## src/pkg/mteis_map.svh

```systemverilog
/*
 * register map, field positions and reset values of the edge-select block.
 * assumes a 32-bit apb slave, one aligned word per register.
 */
// Notes on behaviour
// [RULE1] two-level bits 1:0 pick none, rise, fall or both for limit a
// [RULE2] two-level bits 3:2 pick the same choice for limit b independently
// [RULE3] two-level register: switch 14 at 11:8, 13 at 7:4, 12 at 3:0
// [RULE4] three-level register at index 27h, 24 bits wide, resets to zero
// [RULE5] three-level register: switch 21 at 23:18, switch 20 at 17:12, read/write
// [RULE6] three-level bits 1:0 pick none, rise, fall or both for limit a
// [RULE7] three-level bits 3:2 pick the choice for limit b independently
// [RULE8] three-level bits 5:4 pick the choice for limit c
// [RULE9] every select field resets to zero, so no interrupt until enabled
// [RULE10] three-level register: switch 19 at 11:6, switch 18 at 5:0
// [RULE11] rise is not-above to above between samples; fall is the reverse
// [RULE12] any enabled crossing sets a pending event, ored into one request
`ifndef MTEIS_MAP_SVH
`define MTEIS_MAP_SVH

// register indices; byte address is four times the index
`define MTEIS_IDX_TWO     8'h26
`define MTEIS_IDX_THREE   8'h27
`define MTEIS_IDX_STATUS  8'h30
`define MTEIS_IDX_MASK    8'h31
`define MTEIS_REG_W       24
`define MTEIS_RESET_VAL   24'h000000
// field low bits
`define MTEIS_F12_LO      0
`define MTEIS_F13_LO      4
`define MTEIS_F14_LO      8
`define MTEIS_F18_LO      0
`define MTEIS_F19_LO      6
`define MTEIS_F20_LO      12
`define MTEIS_F21_LO      18
`define MTEIS_TWO_USED    12
// status bit of each switch
`define MTEIS_ST12        0
`define MTEIS_ST13        1
`define MTEIS_ST14        2
`define MTEIS_ST18        3
`define MTEIS_ST19        4
`define MTEIS_ST20        5
`define MTEIS_ST21        6
`define MTEIS_NUM_SW      7

`endif

```

## src/pkg/mteis_pkg.sv

```systemverilog
/*
 * types of the edge-select block.
 * assumes mteis_map.svh is compiled alongside.
 */
package mteis_pkg;
	// two-bit edge choice per limit
	typedef enum logic [1:0]
	{
		MTEIS_EDGE_NONE = 2'h0,
		MTEIS_EDGE_RISE = 2'h1,
		MTEIS_EDGE_FALL = 2'h2,
		MTEIS_EDGE_BOTH = 2'h3
	} mteis_edge_t;
	// apb slave phase
	typedef enum logic [0:0]
	{
		MTEIS_BUS_IDLE,
		MTEIS_BUS_ACCESS
	} mteis_bus_t;
endpackage

```

## src/verilog/mteis_top.sv

```systemverilog
/*
 * edge-select interrupt block for switches 12-14 and 18-21, apb registers.
 * assumes comparator outputs arrive synchronous to pclk.
 */
`timescale 1ns/1ps
`include "mteis_map.svh"
module mteis_top (
	input  wire logic        pclk,                   // 250 mhz clock
	input  wire logic        presetn,                // async reset, low
	input  wire logic        psel,                   // apb select
	input  wire logic        penable,                // apb enable
	input  wire logic        pwrite,                 // apb direction
	input  wire logic [9:0]  paddr,                  // apb byte address
	input  wire logic [31:0] pwdata,                 // apb write data
	output logic [31:0]      prdata,                 // apb read data
	output logic             pready,                 // apb ready
	output logic             pslverr,                // apb error
	input  wire logic [1:0]  switch_twelve,          // above limits a,b
	input  wire logic [1:0]  switch_thirteen,        // above limits a,b
	input  wire logic [1:0]  switch_fourteen,        // above limits a,b
	input  wire logic [2:0]  switch_eighteen,        // above limits a,b,c
	input  wire logic [2:0]  switch_nineteen,        // above limits a,b,c
	input  wire logic [2:0]  switch_twenty,          // above limits a,b,c
	input  wire logic [2:0]  switch_twentyone,       // above limits a,b,c
	output logic             irq                     // level interrupt
);
	logic [`MTEIS_REG_W-1:0]  irq_edge_select_two_level;
	logic [`MTEIS_REG_W-1:0]  irq_edge_select_three_level;
	logic [`MTEIS_NUM_SW-1:0] status;
	logic [`MTEIS_NUM_SW-1:0] mask;
	logic [`MTEIS_NUM_SW-1:0] hit;
	logic                     wr_stb;
	logic                     rd_stb;
	logic [7:0]               index;
	logic                     aligned;
	logic                     mapped;
	logic [31:0]              next_prdata;

	// bus front end
	mteis_apb u_apb (
		.pclk    (pclk),
		.presetn (presetn),
		.psel    (psel),
		.penable (penable),
		.pwrite  (pwrite),
		.paddr   (paddr),
		.wr_stb  (wr_stb),
		.rd_stb  (rd_stb),
		.index   (index),
		.aligned (aligned)
	);

	// two-limit switches
	mteis_crossing #(.LIMITS(2)) u_sw12 (
		.pclk(pclk), .presetn(presetn), .above(switch_twelve),
		.sel(irq_edge_select_two_level[`MTEIS_F12_LO +: 4]), // RULE1 RULE2 RULE3
		.hit(hit[`MTEIS_ST12])
	);
	mteis_crossing #(.LIMITS(2)) u_sw13 (
		.pclk(pclk), .presetn(presetn), .above(switch_thirteen),
		.sel(irq_edge_select_two_level[`MTEIS_F13_LO +: 4]), // RULE3
		.hit(hit[`MTEIS_ST13])
	);
	mteis_crossing #(.LIMITS(2)) u_sw14 (
		.pclk(pclk), .presetn(presetn), .above(switch_fourteen),
		.sel(irq_edge_select_two_level[`MTEIS_F14_LO +: 4]), // RULE3
		.hit(hit[`MTEIS_ST14])
	);

	// three-limit switches
	mteis_crossing #(.LIMITS(3)) u_sw18 (
		.pclk(pclk), .presetn(presetn), .above(switch_eighteen),
		.sel(irq_edge_select_three_level[`MTEIS_F18_LO +: 6]), // RULE6 RULE7 RULE8 RULE10
		.hit(hit[`MTEIS_ST18])
	);
	mteis_crossing #(.LIMITS(3)) u_sw19 (
		.pclk(pclk), .presetn(presetn), .above(switch_nineteen),
		.sel(irq_edge_select_three_level[`MTEIS_F19_LO +: 6]), // RULE10
		.hit(hit[`MTEIS_ST19])
	);
	mteis_crossing #(.LIMITS(3)) u_sw20 (
		.pclk(pclk), .presetn(presetn), .above(switch_twenty),
		.sel(irq_edge_select_three_level[`MTEIS_F20_LO +: 6]), // RULE5
		.hit(hit[`MTEIS_ST20])
	);
	mteis_crossing #(.LIMITS(3)) u_sw21 (
		.pclk(pclk), .presetn(presetn), .above(switch_twentyone),
		.sel(irq_edge_select_three_level[`MTEIS_F21_LO +: 6]), // RULE5
		.hit(hit[`MTEIS_ST21])
	);

	// known register address
	assign mapped = aligned && (index == `MTEIS_IDX_TWO || index == `MTEIS_IDX_THREE ||
		index == `MTEIS_IDX_STATUS || index == `MTEIS_IDX_MASK);

	// two-level select register, upper bits reserved
	always_ff @(posedge pclk or negedge presetn)
	begin
		if (!presetn)
			irq_edge_select_two_level <= `MTEIS_RESET_VAL; // RULE9
		else if (wr_stb && aligned && index == `MTEIS_IDX_TWO)
			irq_edge_select_two_level <= {{(`MTEIS_REG_W-`MTEIS_TWO_USED){1'b0}},
				pwdata[`MTEIS_TWO_USED-1:0]};
	end

	// three-level select register
	always_ff @(posedge pclk or negedge presetn)
	begin
		if (!presetn)
			irq_edge_select_three_level <= `MTEIS_RESET_VAL; // RULE4 RULE9
		else if (wr_stb && aligned && index == `MTEIS_IDX_THREE)
			irq_edge_select_three_level <= pwdata[`MTEIS_REG_W-1:0]; // RULE5
	end

	// mask register
	always_ff @(posedge pclk or negedge presetn)
	begin
		if (!presetn)
			mask <= '0;
		else if (wr_stb && aligned && index == `MTEIS_IDX_MASK)
			mask <= pwdata[`MTEIS_NUM_SW-1:0];
	end

	// sticky status, write one clears, a new hit wins
	always_ff @(posedge pclk or negedge presetn)
	begin
		if (!presetn)
			status <= '0;
		else if (wr_stb && aligned && index == `MTEIS_IDX_STATUS)
			status <= (status & ~pwdata[`MTEIS_NUM_SW-1:0]) | hit; // RULE12
		else
			status <= status | hit; // RULE12
	end

	// interrupt level from flop
	always_ff @(posedge pclk or negedge presetn)
	begin
		if (!presetn)
			irq <= 1'b0;
		else
			irq <= |(status & mask); // RULE12
	end

	// read mux
	always_comb
	begin
		next_prdata = 32'h00000000;
		if (aligned)
			case (index)
				`MTEIS_IDX_TWO:    next_prdata[`MTEIS_REG_W-1:0] = irq_edge_select_two_level;
				`MTEIS_IDX_THREE:  next_prdata[`MTEIS_REG_W-1:0] = irq_edge_select_three_level;
				`MTEIS_IDX_STATUS: next_prdata[`MTEIS_NUM_SW-1:0] = status;
				`MTEIS_IDX_MASK:   next_prdata[`MTEIS_NUM_SW-1:0] = mask;
				default:           next_prdata = 32'h00000000;
			endcase
	end

	// registered answer: ready in the first access cycle
	always_ff @(posedge pclk or negedge presetn)
	begin
		if (!presetn)
		begin
			pready  <= 1'b0;
			pslverr <= 1'b0;
			prdata  <= 32'h00000000;
		end
		else
		begin
			pready  <= psel && !penable;
			pslverr <= psel && !penable && !mapped;
			prdata  <= (psel && !penable) ? next_prdata : prdata;
		end
	end

	// reset leaves every select field zero
	property p_reset_zero;
		@(posedge pclk) $rose(presetn) |-> irq_edge_select_three_level == '0 &&
			irq_edge_select_two_level == '0;
	endproperty
	a_reset_zero: assert property (p_reset_zero) else $error("select not zero"); // RULE9

	// write to 27h lands
	property p_three_write;
		@(posedge pclk) disable iff (!presetn)
			wr_stb && aligned && index == `MTEIS_IDX_THREE |=>
			irq_edge_select_three_level == $past(pwdata[23:0]);
	endproperty
	a_three_write: assert property (p_three_write) else $error("three write lost"); // RULE4

	// rise with rise select sets status
	property p_rise12;
		@(posedge pclk) disable iff (!presetn)
			irq_edge_select_two_level[1:0] == 2'h1 && $rose(switch_twelve[0]) |=>
			status[`MTEIS_ST12];
	endproperty
	a_rise12: assert property (p_rise12) else $error("rise missed"); // RULE1

	// fall on limit c of switch 21 with fall select
	property p_fall21c;
		@(posedge pclk) disable iff (!presetn)
			irq_edge_select_three_level[23:22] == 2'h2 && $fell(switch_twentyone[2]) |=>
			status[`MTEIS_ST21];
	endproperty
	a_fall21c: assert property (p_fall21c) else $error("fall missed"); // RULE8

	// no select, no event
	property p_quiet;
		@(posedge pclk) disable iff (!presetn)
			irq_edge_select_two_level == '0 && irq_edge_select_three_level == '0
			|-> hit == '0;
	endproperty
	a_quiet: assert property (p_quiet) else $error("event while disabled"); // RULE9

	// irq follows unmasked status one cycle later
	property p_irq;
		@(posedge pclk) disable iff (!presetn)
			##1 irq == |($past(status) & $past(mask));
	endproperty
	a_irq: assert property (p_irq) else $error("irq wrong"); // RULE12

	// pready one cycle after setup
	property p_ready;
		@(posedge pclk) disable iff (!presetn) psel && !penable |=> pready;
	endproperty
	a_ready: assert property (p_ready) else $error("no ready"); // RULE5

	// both select on limit b of switch 19
	property p_both19b;
		@(posedge pclk) disable iff (!presetn)
			irq_edge_select_three_level[9:8] == 2'h3 && $changed(switch_nineteen[1]) |=>
			status[`MTEIS_ST19];
	endproperty
	a_both19b: assert property (p_both19b) else $error("both missed"); // RULE7

	// switch 13 rise above limit b
	property p_rise13b;
		@(posedge pclk) disable iff (!presetn)
			irq_edge_select_two_level[7:6] == 2'h1 && $rose(switch_thirteen[1]) |=>
			status[`MTEIS_ST13];
	endproperty
	a_rise13b: assert property (p_rise13b) else $error("limit b rise missed"); // RULE2

	// switch 14 fall below limit a
	property p_fall14a;
		@(posedge pclk) disable iff (!presetn)
			irq_edge_select_two_level[9:8] == 2'h2 && $fell(switch_fourteen[0]) |=>
			status[`MTEIS_ST14];
	endproperty
	a_fall14a: assert property (p_fall14a) else $error("limit a fall missed"); // RULE3

	// switch 18 rise above limit a
	property p_rise18a;
		@(posedge pclk) disable iff (!presetn)
			irq_edge_select_three_level[1:0] == 2'h1 && $rose(switch_eighteen[0]) |=>
			status[`MTEIS_ST18];
	endproperty
	a_rise18a: assert property (p_rise18a) else $error("limit a rise missed"); // RULE6

	// switch 20 fall below limit b
	property p_fall20b;
		@(posedge pclk) disable iff (!presetn)
			irq_edge_select_three_level[15:14] == 2'h2 && $fell(switch_twenty[1]) |=>
			status[`MTEIS_ST20];
	endproperty
	a_fall20b: assert property (p_fall20b) else $error("limit b fall missed"); // RULE7

	// switch 20 rise above limit c
	property p_rise20c;
		@(posedge pclk) disable iff (!presetn)
			irq_edge_select_three_level[17:16] == 2'h1 && $rose(switch_twenty[2]) |=>
			status[`MTEIS_ST20];
	endproperty
	a_rise20c: assert property (p_rise20c) else $error("limit c rise missed"); // RULE5

	// write to 26h lands, reserved bits stay zero
	property p_two_write;
		@(posedge pclk) disable iff (!presetn)
			wr_stb && aligned && index == `MTEIS_IDX_TWO |=> irq_edge_select_two_level ==
			{{(`MTEIS_REG_W-`MTEIS_TWO_USED){1'b0}}, $past(pwdata[`MTEIS_TWO_USED-1:0])};
	endproperty
	a_two_write: assert property (p_two_write) else $error("two write lost"); // RULE3

	// write to the mask lands
	property p_mask_write;
		@(posedge pclk) disable iff (!presetn)
			wr_stb && aligned && index == `MTEIS_IDX_MASK |=>
			mask == $past(pwdata[`MTEIS_NUM_SW-1:0]);
	endproperty
	a_mask_write: assert property (p_mask_write) else $error("mask write lost");

	// cleared bits read zero when no event competes
	property p_status_clear;
		@(posedge pclk) disable iff (!presetn)
			wr_stb && aligned && index == `MTEIS_IDX_STATUS && hit == '0 |=>
			(status & $past(pwdata[`MTEIS_NUM_SW-1:0])) == '0;
	endproperty
	a_status_clear: assert property (p_status_clear) else $error("clear lost"); // RULE12

	// every hit lands in status, even against a clear
	property p_hit_sets;
		@(posedge pclk) disable iff (!presetn)
			hit != '0 |=>
			(status & $past(hit)) == $past(hit);
	endproperty
	a_hit_sets: assert property (p_hit_sets) else $error("hit not latched"); // RULE12

	// status bits stay set until cleared
	property p_status_hold;
		@(posedge pclk) disable iff (!presetn)
			!(wr_stb && aligned && index == `MTEIS_IDX_STATUS) |=>
			(status & $past(status)) == $past(status);
	endproperty
	a_status_hold: assert property (p_status_hold) else $error("status dropped"); // RULE12

	// error flag marks unmapped or unaligned setups
	property p_slverr;
		@(posedge pclk) disable iff (!presetn)
			psel && !penable |=>
			pslverr == !$past(mapped);
	endproperty
	a_slverr: assert property (p_slverr) else $error("error flag wrong");

	// ready is a one-cycle pulse
	property p_ready_pulse;
		@(posedge pclk) disable iff (!presetn)
			pready |=> !pready;
	endproperty
	a_ready_pulse: assert property (p_ready_pulse) else $error("ready too long");

	// read strobe only in the answered access cycle
	property p_read_ready;
		@(posedge pclk) disable iff (!presetn)
			rd_stb |-> pready;
	endproperty
	a_read_ready: assert property (p_read_ready) else $error("read without ready");

	// unmapped writes leave the registers alone
	property p_bad_write;
		@(posedge pclk) disable iff (!presetn)
			wr_stb && !mapped |=> $stable(irq_edge_select_two_level) &&
			$stable(irq_edge_select_three_level) && $stable(mask);
	endproperty
	a_bad_write: assert property (p_bad_write) else $error("stray write landed");

	// fully masked status gives no interrupt
	property p_irq_masked;
		@(posedge pclk) disable iff (!presetn)
			mask == '0 |=> !irq;
	endproperty
	a_irq_masked: assert property (p_irq_masked) else $error("masked irq seen"); // RULE12
endmodule

```

## src/verilog/mteis_crossing.sv

```systemverilog
/*
 * crossing detector for one switch against n limits.
 * assumes above bits are synchronous samples, one per limit.
 */
`timescale 1ns/1ps
module mteis_crossing #(
	parameter int LIMITS = 2
) (
	input  wire logic                  pclk,    // device clock
	input  wire logic                  presetn, // async reset, low
	input  wire logic [LIMITS-1:0]     above,   // comparison per limit
	input  wire logic [2*LIMITS-1:0]   sel,     // edge choice per limit
	output logic                       hit      // enabled crossing seen
);
	logic [LIMITS-1:0] prev;

	// decode one two-bit edge choice
	function automatic logic fire(input logic [1:0] s, input logic r, input logic f);
		case (mteis_pkg::mteis_edge_t'(s))
			mteis_pkg::MTEIS_EDGE_RISE: fire = r;     // RULE1 RULE6
			mteis_pkg::MTEIS_EDGE_FALL: fire = f;     // RULE2 RULE7
			mteis_pkg::MTEIS_EDGE_BOTH: fire = r | f; // RULE8
			default:                    fire = 1'b0;  // RULE1
		endcase
	endfunction

	// previous sample per limit
	always_ff @(posedge pclk or negedge presetn)
	begin
		if (!presetn)
			prev <= '0;
		else
			prev <= above;
	end

	// any selected crossing
	always_comb
	begin
		hit = 1'b0;
		for (int i = 0; i < LIMITS; i++)
			hit = hit | fire(sel[2*i +: 2], above[i] & ~prev[i], ~above[i] & prev[i]); // RULE11
	end
endmodule

```

## src/verilog/mteis_apb.sv

```systemverilog
/*
 * apb slave front end: access phase flag and register strobes.
 * assumes pclk domain; answers with pready in the access cycle.
 */
`timescale 1ns/1ps
module mteis_apb (
	input  wire logic        pclk,     // device clock
	input  wire logic        presetn,  // async reset, low
	input  wire logic        psel,     // select
	input  wire logic        penable,  // enable
	input  wire logic        pwrite,   // write direction
	input  wire logic [9:0]  paddr,    // byte address
	output logic             wr_stb,   // write takes effect
	output logic             rd_stb,   // read data taken
	output logic [7:0]       index,    // word index
	output logic             aligned   // low two bits zero
);
	mteis_pkg::mteis_bus_t phase;

	// track setup and access phase
	always_ff @(posedge pclk or negedge presetn)
	begin
		if (!presetn)
			phase <= mteis_pkg::MTEIS_BUS_IDLE;
		else
			case (phase)
				mteis_pkg::MTEIS_BUS_IDLE:   phase <= (psel && !penable) ?
					mteis_pkg::MTEIS_BUS_ACCESS : mteis_pkg::MTEIS_BUS_IDLE;
				mteis_pkg::MTEIS_BUS_ACCESS: phase <= mteis_pkg::MTEIS_BUS_IDLE;
				default:                     phase <= mteis_pkg::MTEIS_BUS_IDLE;
			endcase
	end

	// strobes in the access cycle
	assign wr_stb  = (phase == mteis_pkg::MTEIS_BUS_ACCESS) & psel & penable & pwrite;
	assign rd_stb  = (phase == mteis_pkg::MTEIS_BUS_ACCESS) & psel & penable & ~pwrite;
	assign index   = paddr[9:2];
	assign aligned = (paddr[1:0] == 2'h0);
endmodule

```

## config.mk

```make
export PLATFORM = sky130hd
export DESIGN_NAME = mteis_top
export DESIGN_NICKNAME = d
export VERILOG_FILES = /design/src/pkg/mteis_pkg.sv /design/src/verilog/mteis_top.sv /design/src/verilog/mteis_crossing.sv /design/src/verilog/mteis_apb.sv
export VERILOG_INCLUDE_DIRS = /design/src /design/src/pkg
export SDC_FILE = /design/constraint.sdc
export NUM_CORES = 1
export LEC_CHECK = 0
export ABC_AREA = 1
export CAP_MARGIN = 20
export CORE_MARGIN = 3
export CORE_UTILIZATION = 60
export CTS_BUF_LIST = sky130_fd_sc_hd__clkbuf_8
export DETAILED_ROUTE_END_ITERATION = 6
export DONT_BUFFER_PORTS = 1
export GPL_TIMING_DRIVEN = 0
export PLACE_DENSITY = 0.72
export RECOVER_POWER = 100
export SLEW_MARGIN = 10
export SYNTH_ARGS = -nofsm -noshare
export SYNTH_HDL_FRONTEND = slang
export SYNTH_SLANG_ARGS = --single-unit
```

## constraint.sdc

```tcl
create_clock -name pclk -period 1.6 [get_ports pclk]
set_clock_uncertainty 0.05 [all_clocks]
set_input_delay 0.32 -clock pclk [delete_from_list [all_inputs] [get_ports pclk]]
set_output_delay 0.32 -clock pclk [all_outputs]
set_load 0.01 [all_outputs]
```

; ---- Word level (Yosys, flattened, before mapping)
; Cells that the tools add are included.
[classes]
multipliers = 0
bitwise = 110
addsub = 0
mux = 24
magnitude_cmp = 0
n_eq_ne = 58
div_mod_pow = 0
shift = 0
n_reduce_logical = 15
[ops]
columns = op, n
row1 = $eq 2x2->1 const B, 36
row2 = $pmux 1 s3, 18
row3 = $and 1x1->1, 39
row4 = $not 1->1, 37
row5 = $eq 2x1->1 const B, 18
row6 = $pmux 17 s2, 1
row7 = $eq 8x6->1 const B, 4
row8 = $or 1x1->1, 29
row9 = $pmux 7 s4, 1
row10 = $mux 24, 1
row11 = $and 7x7->7, 2
row12 = $or 7x7->7, 2
row13 = $logic_and 1x1->1, 8
row14 = $mux 7, 1
row15 = $not 7->7, 1
row16 = $reduce_or 7->1, 1
row17 = $logic_or 1x1->1, 3
row18 = $logic_not 1->1, 2
row19 = $logic_not 2->1, 1
row20 = $pmux 1 s2, 1
row21 = $mux 1, 1
[word_totals]
romBits = 0
n_memories = 0
regBits = 104
ramBits = 0
wordCells = 223
latch_bits = 0

; ---- Logic depth before layout (Yosys ltp)
; Gate-level depths: netlist of run 1.
[logic_depth]
depth_word = 8
depth_mapped = 10

; ---- Hierarchy
; From an unflattened synthesis of run 1, not the netlist that was laid out.
[hier_totals]
cells_unflattened = 676
area_unflattened_um2 = 5434.0
[modules_own_cells]
columns = module, area_per_inst_um2, cells_per_inst, instances, seq_area_each_um2
row1 = mteis_top, 3697.3, 435, 1, 1926.8
row2 = mteis_crossing (u_sw18 ...), 267.8, 36, 4, 75.1
row3 = mteis_crossing (u_sw12 ...), 183.9, 27, 3, 50.0
row4 = mteis_apb, 113.9, 16, 1, 25.0

; ---- Least setup slack after synthesis of run 1
; OpenSTA, ideal clock, no wires.
[synth_path]
path_type = input to register
from = input port paddr[5]
to = register status[4]
path_stages = 8
t_required_ns = 1.429
arrival_time_ns = 1.170
path_slack_ns = 0.259
cell_sequence = inv_1 -> nand2_1 -> nor2_2 -> nand2_1 -> nor2_2 -> inv_1 -> o21ai_0 -> nand2_1
[synth_between]
elab_chain_len = 3
[synth_rtl]
columns = item, line
row1 = from (decl), mteis_top.sv:13  ; input wire logic [9:0] paddr,
row2 = $eq 8x6->1, -
row3 = $logic_and 1x1->1 (no source line), -
row4 = $mux 7, mteis_top.sv:129  ; else if (wr_stb && aligned && index == `MTEIS_IDX_STATUS)
row5 = to (signal assigned), mteis_top.sv:130  ; status <= (status & ~pwdata[`MTEIS_NUM_SW-1:0]) | hit;
row6 = to (signal assigned), mteis_top.sv:132  ; status <= status | hit;
row7 = to (decl), mteis_top.sv:29  ; logic [`MTEIS_NUM_SW-1:0] status;
; Every way passes these cells.
; A chain may end at the register's enable or synchronous reset.

; ---- Worst setup path in the final report of run 1
[layout_path]
from = register u_apb.phase
to = register irq_edge_select_three_level[8]
[layout_between]
elab_chain_len = 5
[layout_rtl]
columns = item, line
row1 = from (decl), mteis_apb.sv:18  ; mteis_pkg::mteis_bus_t phase;
row2 = from (signal assigned), mteis_apb.sv:24  ; phase <= mteis_pkg::MTEIS_BUS_IDLE;
row3 = from (signal assigned), mteis_apb.sv:27  ; mteis_pkg::MTEIS_BUS_IDLE: phase <= (psel && !penable) ?
row4 = from (signal assigned), mteis_apb.sv:29  ; mteis_pkg::MTEIS_BUS_ACCESS: phase <= mteis_pkg::MTEIS_BUS_IDLE;
row5 = $and 1x1->1 (3 in series), mteis_apb.sv:35  ; assign wr_stb = (phase == mteis_pkg::MTEIS_BUS_ACCESS) & psel & penable & pwrite;
row6 = $logic_and 1x1->1, mteis_top.sv:111  ; else if (wr_stb && aligned && index == `MTEIS_IDX_THREE)
row7 = $logic_and 1x1->1 (no source line), -
row8 = to (signal assigned), mteis_top.sv:110  ; irq_edge_select_three_level <= `MTEIS_RESET_VAL;
row9 = to (signal assigned), mteis_top.sv:112  ; irq_edge_select_three_level <= pwdata[`MTEIS_REG_W-1:0];
row10 = to (decl), mteis_top.sv:28  ; logic [`MTEIS_REG_W-1:0] irq_edge_select_three_level;
; Every way passes these cells.

==> results of run 1 <==
-- power breakdown --
group | internal (mW) | total [mW] | switching (mW)
Combinational | 0.108 | 0.247 | 0.139
Sequential | 2.46 | 2.48 | 0.0210
Clock | 0.757 | 1.67 | 0.911
-- kinds of logic after synthesis --
logic type,after synthesis,synth area share
and+or+nand+nor,242,0.209
buffers and inverters,119,0.104
AOI/OAI and AO/OA,99,0.112
DFF,96,0.483
adders and majority gates,36,0.0905
other,1,0.000754
-- routing by layer --
| metal | track usage | routed length (um) | up-vias | share of wire |
|---|---|---|---|---|
| met3 | 0.0725 | 798 | 17 | 0.070 |
| met5 | 0 | 0 | - | 0 |
| met4 | 0.0551 | 143 | 0 | 0.013 |
| met1 | 0.336 | 4960 | 1898 | 0.43 |
| met2 | 0.412 | 5510 | 132 | 0.48 |
| li1 | - | - | 1950 | - |
-- timing repair --
item | 4_1_cts | 5_1_grt
endpoints found under the hold margin | 115 | 96
gates cloned | 0 | 0
resized for setup | 2 | 15
setup endpoints to repair | 11 | 42
pin swaps | 0 | 1
-- sequential cells by signal, indices dropped and copies added (netlist names) --
| name | cells |
|---|---|
| irq | 1 |
| irq_edge_select_three_level | 24 |
| irq_edge_select_two_level | 12 |
| mask | 7 |
| prdata | 24 |
| pready | 1 |
| pslverr | 1 |
| status | 7 |
| u_apb.phase | 1 |
| u_sw12.prev | 2 |
| u_sw13.prev | 2 |
| u_sw14.prev | 2 |
| u_sw18.prev | 3 |
| u_sw19.prev | 3 |
| u_sw20.prev | 3 |
| u_sw21.prev | 3 |
-- critical path, delay by kind of cell, from the launching register on --
family	cells	cell delay (ns)
flip-flops	1	0.36
buffers and inverters	3	0.44
AO/OA/AOI/OAI	1	0.08
AND/OR/NAND/NOR	5	0.45
-- layout make-up --
cell class	count	area, um2	area share
clock inverters	7	83.8	0.0151
multi-input cells	385	2090	0.376
clock buffers	9	124	0.0223
repair buffers	19	190	0.0343
plain buffers	25	178	0.0320
flip-flops and latches	96	2400	0.433
well taps	102	128	0.0230
inverters	94	353	0.0636
-- final timing paths --
path / endpoint / cells after the start
max in group asynchronous: u_sw18.prev[2] / 0
hold / removal: u_sw12.prev[1] / 0
min in group pclk: pready / 2
setup reg to reg: irq_edge_select_three_level[8] / 9
setup / recovery: irq_edge_select_three_level[8] / 9
hold reg to reg: u_apb.phase / 1
-- metrics by stage --
stage / hold WS, ns / total power, mW
global route: -0.430 / 4.57
floorplan: -0.0256 / 2.68
global placement: -0.0231 / 2.72
detailed placement: -0.0232 / 2.73
finish: -0.403 / 4.39
CTS: -0.422 / 4.42
-- layout by cell type, fill, tap and decap left out, types with 2 or more instances in the layout --
cell	n
buf_4	12
nand3_2	3
nand2_1	155
clkbuf_8	9
nor2_4	2
o22ai_1	3
a21oi_1	21
nor2_2	6
inv_8	2
o31ai_1	9
o221ai_1	2
inv_6	2
buf_6	4
dlygate4sd3_1	19
inv_1	93
o211ai_1	5
buf_2	6
clkbuf_1	2
ha_1	36
nor2_1	20
dfrtp_1	96
conb_1	8
nand3_1	50
a21o_1	4
o21ai_1	8
nand4_1	2
o21ai_0	44
==> metrics.yaml, run 1 <==
hold_buffers: 19
cts_tree: "done"
maxCapViolCount: 0
whs_ns: -0.403
synth_top_flop_cell: "dfrtp_1"
fin_crit_sh: 0.936
cts.sinks: 96
num_rows: 32
ys_warn_count: 0
power.density_nw_per_um2: 792
pre_cts_ws_ns: -0.100
synth_area_leader_cell: "dfrtp_1"
grt_pass1_vias: 3991
hpwlAfterDp_um: 8380
utilization: 0.703
status: "complete, but fails checks"
place_inst: 702
synth_area_leaders: "dfrtp_1 48%, nand2_1 12%, ha_1 9.1%"
dr.pass1.iters: 5
slowest_delay_ns: 0.36
die_w_um: 97.1
grt_max_degree: 97
setup.worst_path.start: "u_apb.phase"
synth_most_common_cell: "nand2_1"
setup_tns_ns: 0
end_kind: "flop"
gp_congestion: 0.848
drt-wirelength-per-cell_um: 15.5
port-buffer-count: 0
syn_area_per_cell_um2: 8.39
violations: "hold timing"
drc: 0
die_h_um: 97.1
fmax_mhz: 668
synthCells: 593
finalWorstSetupSlack_ns: 0.102
synth.distinct_cells: 32
crit_fanout: 10
drtAntennaViolNets: 0
finalCriticalPeriod_ns: 1.50
arrival_ns: 1.68
via_count: 3997
async_reset_ff_frac: 1.00
dieArea_um2: 9420
cts.path.max_buffers: 2
fillCellCount: 659
area_growth_pct: 11.5
antenna_found_initial: 0
synth_seq_cells: 96
drv_slew: 0
finalHoldViolCount: 96
io_pins: 100
reg2reg_from: "u_apb.phase"
drive_above_1_share: 0.0850
drt_iter0_drc: 310
synth_top_area_frac: 0.483
p_leak_nw: 2.95
synth_edf_count: 0
nNetsFinal: 731
crit_type: "flop to flop"
overflow: 0
diodes: 0
holdCritPathClass: "input port to async pin"
final_cell_area_um2: 5550
initial_core_util: 0.631
synthesis.area_um2: 4970
viasPerCell: 5.42
start_kind: "flop"
htreeDepth: 3
cts_made_buffers: 9
grt_usage: 0.252
insertion_delay_ns: 0.36
peakVddDrop_mv: 0.557
reg2reg_slack_ns: 0.10
fin_cells: 737
grt_pass1_wl_um: 19200
crit_chain: "nand2_1 > nor2_1 > nand3_2 > inv_2 > nand3_4 > buf_6 > buf_6 > nand2_1 > o21ai_0"
cts.clk_slew.worst_paths_ns: 0.10
postRouteWirelength_um: 11400
yosysSeqAreaShare: 0.483
place_area_um2: 5130
coreArea_um2: 7890
clock-root-buffer: "clkbuf_8"
synth_common_cells: "155 x nand2_1, 96 x dfrtp_1, 93 x inv_1"
setup_viol: 0
post_cts.repair.setup_buffers: 0
rsz0062_at_grt: "yes"
crit_required_ns: 1.78
slowest_stage: "dfrtp_1"
(Power assumes the default switching activity.)
==> run 2, diff against run 1 <==
- SYNTH_HIERARCHICAL: default -> 1
==> run 2 against run 1 <==
  * The run still ends with hold timing left
  * Non-clock buffer count rose by 8
  * Hold slack got worse by 0.0038 ns
  * Critical path depth fell by 2
  * Area after synthesis rose by 9.2%
  * Routed wire length rose by 4.9%
  * Sequential power barely moved
  * Worst setup slack got worse by 0.019 ns
  * Die area rose by 8.6%
  * Critical path type unchanged
  * Largest power group unchanged
  * Highest routed layer unchanged
==> metrics.yaml, run 2 <==
power_mw: 4.43
utilization: 0.679
cts.clk_slew.worst_paths_ns: 0.09
arrival_ns: 1.74
crit_chain: "nand3_1 > nor2_1 > nand2_1 > inv_4 > nand3_4 > clkbuf_2 > o21ai_0"
slowest_stage: "dfrtp_1"
cts_tree: "done"
drt-wirelength-per-cell_um: 14.5
io_pins: 100
finalHoldViolCount: 96
finalCriticalPeriod_ns: 1.52
final_common_cell: "nand2_1"
whs_ns: -0.407
clock-root-buffer: "clkbuf_8"
num_rows: 34
coreArea_um2: 8760
status: "complete, but fails checks"
viasPerCell: 5.21
ys_warn_count: 6
maxCapViolCount: 0
syn_area_per_cell_um2: 8.04
finalWorstSetupSlack_ns: 0.0831
insertion_delay_ns: 0.36
via_count: 4297
fin_crit_sh: 0.948
drive_above_1_share: 0.106
end_kind: "flop"
crit_fanout: 10
mostFrequentLayoutCells: "220 x nand2_1, 117 x inv_1, 96 x dfrtp_1"
p_leak_nw: 3.25
place_inst: 790
drv_slew: 0
worst_slew_pin_slew_ns: 0.540
port-buffer-count: 0
die_h_um: 101
overflow: 0
drt_iter0_drc: 232
area_growth_pct: 9.59
slowest_delay_ns: 0.36
htreeDepth: 3
grt_pass1_wl_um: 19900
violations: "hold timing"
reg2reg_slack_ns: 0.08
diodes: 0
cts.path.max_buffers: 2
fmax_mhz: 659
fin_cells: 825
peakVddDrop_mv: 0.458
fillCellCount: 753
power.density_nw_per_um2: 744
slew_headroom: 0.640
rr_worst_depth: 7
initial_core_util: 0.620
grt_usage: 0.247
dieArea_um2: 10200
grt_pass1_vias: 4288
cts_made_buffers: 9
grt_max_degree: 97
drtAntennaViolNets: 0
cts.sinks: 96
holdCritPathClass: "input port to async pin"
hold_buffers: 20
synthesis.area_um2: 5430
rsz0062_at_grt: "no"
drc: 0
synthCells: 675
antenna_found_initial: 0
die_w_um: 101
crit_required_ns: 1.83
postRouteWirelength_um: 12000
start_kind: "flop"
gp_congestion: 0.842
top_regs: "irq_edge_select_three_level x24, prdata x24, irq_edge_select_two_level x12"
hpwlAfterDp_um: 8720
nNetsFinal: 814
crit_type: "flop to flop"
dr.pass1.iters: 5
pre_cts_ws_ns: -0.0697
setup_viol: 0
-- run 2: report_power, final --
part	internal [mW]	switching [mW]	leakage (nW)	total (mW)
registers	2.46	0.0222	1.27	2.48
clock network	0.803	0.853	0.0976	1.66
logic	0.129	0.162	1.88	0.291
total	3.39	1.04	3.25	4.43
-- run 2: through the flow --
| step | cell area [um2] | setup TNS (ns) |
|---|---|---|
| final | 5950 | 0 |
| after global routing | 5950 | 0 |
| after detailed placement | 5590 | -0.421 |
| after global placement | 5590 | 0 |
| after floorplan | 5460 | 0 |
| after CTS | 6000 | 0 |
-- run 2: area by class of cell --
type                       count  area, um2  share of cell area
clock inverter                 4       53.8             0.00904
inverter                     123        469              0.0788
clock buffer                  11        151              0.0254
timing repair buffer          20        200              0.0336
tap                          108        135              0.0227
multi-input combinational    431       2310               0.388
buffer                        32        231              0.0389
sequential                    96       2400               0.404
-- run 2: final timing paths --
kind | to | start
worst min register to register | mask[1] | mask[1]
worst min-delay path | u_sw12/prev[1] | presetn
worst max-delay path | irq_edge_select_two_level[4] | u_apb/phase
max in group asynchronous | u_sw12/prev[0] | presetn
min in group pclk | irq_edge_select_three_level[15] | pwdata[15]
worst max register to register | irq_edge_select_two_level[4] | u_apb/phase
-- run 2: layer usage --
metal	wire, um	vias to the layer above	GRT usage
met4	216	0	0.0838
met3	588	16	0.0434
met5	0	-	0
met2	5920	97	0.426
li1	-	2123	-
met1	5240	2061	0.314
-- run 2: worst max-delay path: cells and delay by family (launching register included) --
kind / cells / cell delay [ns]
simple gates: 4 / 0.39
compound gates: 1 / 0.22
buf+inv: 2 / 0.41
flops: 1 / 0.36
-- run 2: what timing repair did --
item	4_1_cts	5_1_grt
gates resized for setup	1	4
buffers inserted	0	0
hold endpoints to repair	116	96
setup endpoints to repair	4	31
==> run 3, diff against run 2 <==
- CORE_ASPECT_RATIO: default -> 1.25
==> run 3 against run 2 <==
  * The flow still finishes with violations (hold timing)
  * Hold slack improved by 0.0013 ns
  * Register-to-register slack better by 0.097 ns
  * Global-route usage fell by 0.97 points
  * Cell area up 0.61%
  * Clock-buffer cell count shrank 2
  * Critical path type is now input port to flop
==> metrics.yaml, run 3 (synthesis results as in run 2) <==
cts.path.max_buffers: 2
initial_core_util: 0.621
hold_buffers: 20
nNetsFinal: 814
crit_type: "input port to flop"
final_common_cell: "nand2_1"
finalCriticalPeriod_ns: 1.50
top_regs: "irq_edge_select_three_level x24, prdata x24, irq_edge_select_two_level x12"
crit_path_frequent_cell: "nand2_1"
power.density_nw_per_um2: 741
slowest_delay_ns: 0.57
cts.sinks: 96
setup_tns_ns: 0
drv_slew: 0
dr.pass1.iters: 4
clock-root-buffer: "clkbuf_8"
intPower_mw: 3.44
mostFrequentLayoutCells: "219 x nand2_1, 116 x inv_1, 96 x dfrtp_1"
htreeDepth: 3
slew_headroom: 0.618
arrival_ns: 1.75
dieArea_um2: 10200
grt_max_degree: 97
hpwlAfterDp_um: 8350
status: "complete, but fails checks"
port-buffer-count: 0
cts.clk_slew.worst_paths_ns: 0.09
cts_made_buffers: 9
holdCritPathClass: "input port to async pin"
crit_required_ns: 1.85
crit_chain: "dlygate4sd3_1 > nor2_2 > inv_2 > clkbuf_1 > nand2_1 > nand2_1"
end_kind: "flop"
fin_cells: 837
drtAntennaViolNets: 0
fmax_mhz: 666
slowest_stage: "dlygate4sd3_1"
rsz0062_at_grt: "no"
grt_pass1_vias: 4116
combPwrFrac: 0.066
die_w_um: 91.1
io_pins: 100
place_inst: 802
seq_area_um2: 2400
grt_usage: 0.237
viasPerCell: 5.01
grt_pass1_wl_um: 19500
antenna_found_initial: 0
num_rows: 38
p_leak_nw: 3.28
crit_buf_inv: 3
fillCellCount: 773
via_count: 4191
crit_family: "buffers and inverters"
insertion_delay_ns: 0.36
postRouteWirelength_um: 11600
overflow: 0
finalHoldViolCount: 96
setup_viol: 0
area_growth_pct: 10.3
start_kind: "input port"
die_h_um: 112
peakVddDrop_mv: 0.492
seqPwrFrac: 0.559
multiInputGateArea_um2: 2320
worst_slew_pin_slew_ns: 0.573
coreArea_um2: 8750
gp_congestion: 0.905
fin_crit_sh: 0.938
whs_ns: -0.406
drt_iter0_drc: 222
p_switching_mw: 0.992
post_cts.repair.setup_buffers: 0
drive_above_1_share: 0.110
cts_tree: "done"
maxCapViolCount: 0
drc: 0
diodes: 0
crit_fanout: 10
pwr-share-clk: 0.375
violations: "hold timing"
switching_share: 0.224
drt-wirelength-per-cell_um: 13.9
[run 3: metal layers]
layer,global-route usage,vias up,wire length (um)
met5,0,-,0
met4,0.0885,0,205
met3,0.0469,16,621
met2,0.402,90,5850
met1,0.301,1968,4930
li1,-,2117,-
[run 3: worst paths after layout]
path,cells past startpoint,start,slack [ns],endpoint
max in group asynchronous,0,presetn,1.79,irq_edge_select_three_level[18]
hold / removal,0,presetn,-0.41,u_sw12/prev[1]
setup reg to reg,7,u_apb/phase,0.18,irq_edge_select_two_level[10]
min in group pclk,2,pwdata[16],0.04,irq_edge_select_three_level[16]
setup / recovery,6,penable,0.1,prdata[2]
hold reg to reg,2,mask[4],0.47,mask[4]
[run 3: worst register-to-register path, delay by kind of cell, from the launching register on]
family	cells	cell delay (ns)
and+or+nand+nor	4	0.40
buffers and inverters	2	0.35
AOI/OAI and AO/OA	1	0.19
DFF	1	0.36
[run 3: area by class of cell]
type,count,share of cell area
Tap cell,120,0.0251
Inverter,123,0.0788
Clock buffer,9,0.0207
Buffer,32,0.0399
Sequential cell,96,0.401
Clock inverter,6,0.0130
Multi-Input combinational cell,431,0.388
Timing Repair Buffer,20,0.0334
[run 3: per-stage QoR]
stage               total power, mW  worst slack, ns  hold WS (ns)   util  instance area [um2]
global placement               2.77           0.0120       -0.0230  0.641                 5610
finish                         4.44           0.0995        -0.406  0.684                 5990
CTS                            4.48           0.0268        -0.421  0.687                 6010
global route                   4.62          0.00335        -0.429  0.684                 5990
detailed placement             2.78          -0.0396       -0.0231  0.641                 5610
floorplan                      2.73            0.208       -0.0256      -                 5460
[run 3: power by group through the flow]
stage               combinational (mW)  clock [mW]  sequential, mW
global route                     0.333        1.80            2.48
CTS                              0.293        1.71            2.48
global placement                 0.239           0            2.53
detailed placement               0.251           0            2.53
floorplan                        0.207           0            2.52
finish                           0.291        1.66            2.48
[run 3: repair_timing]
action	in CTS	in global routing
resized for setup	0	10
hold endpoints to repair	116	96
endpoints found under the setup margin	0	36
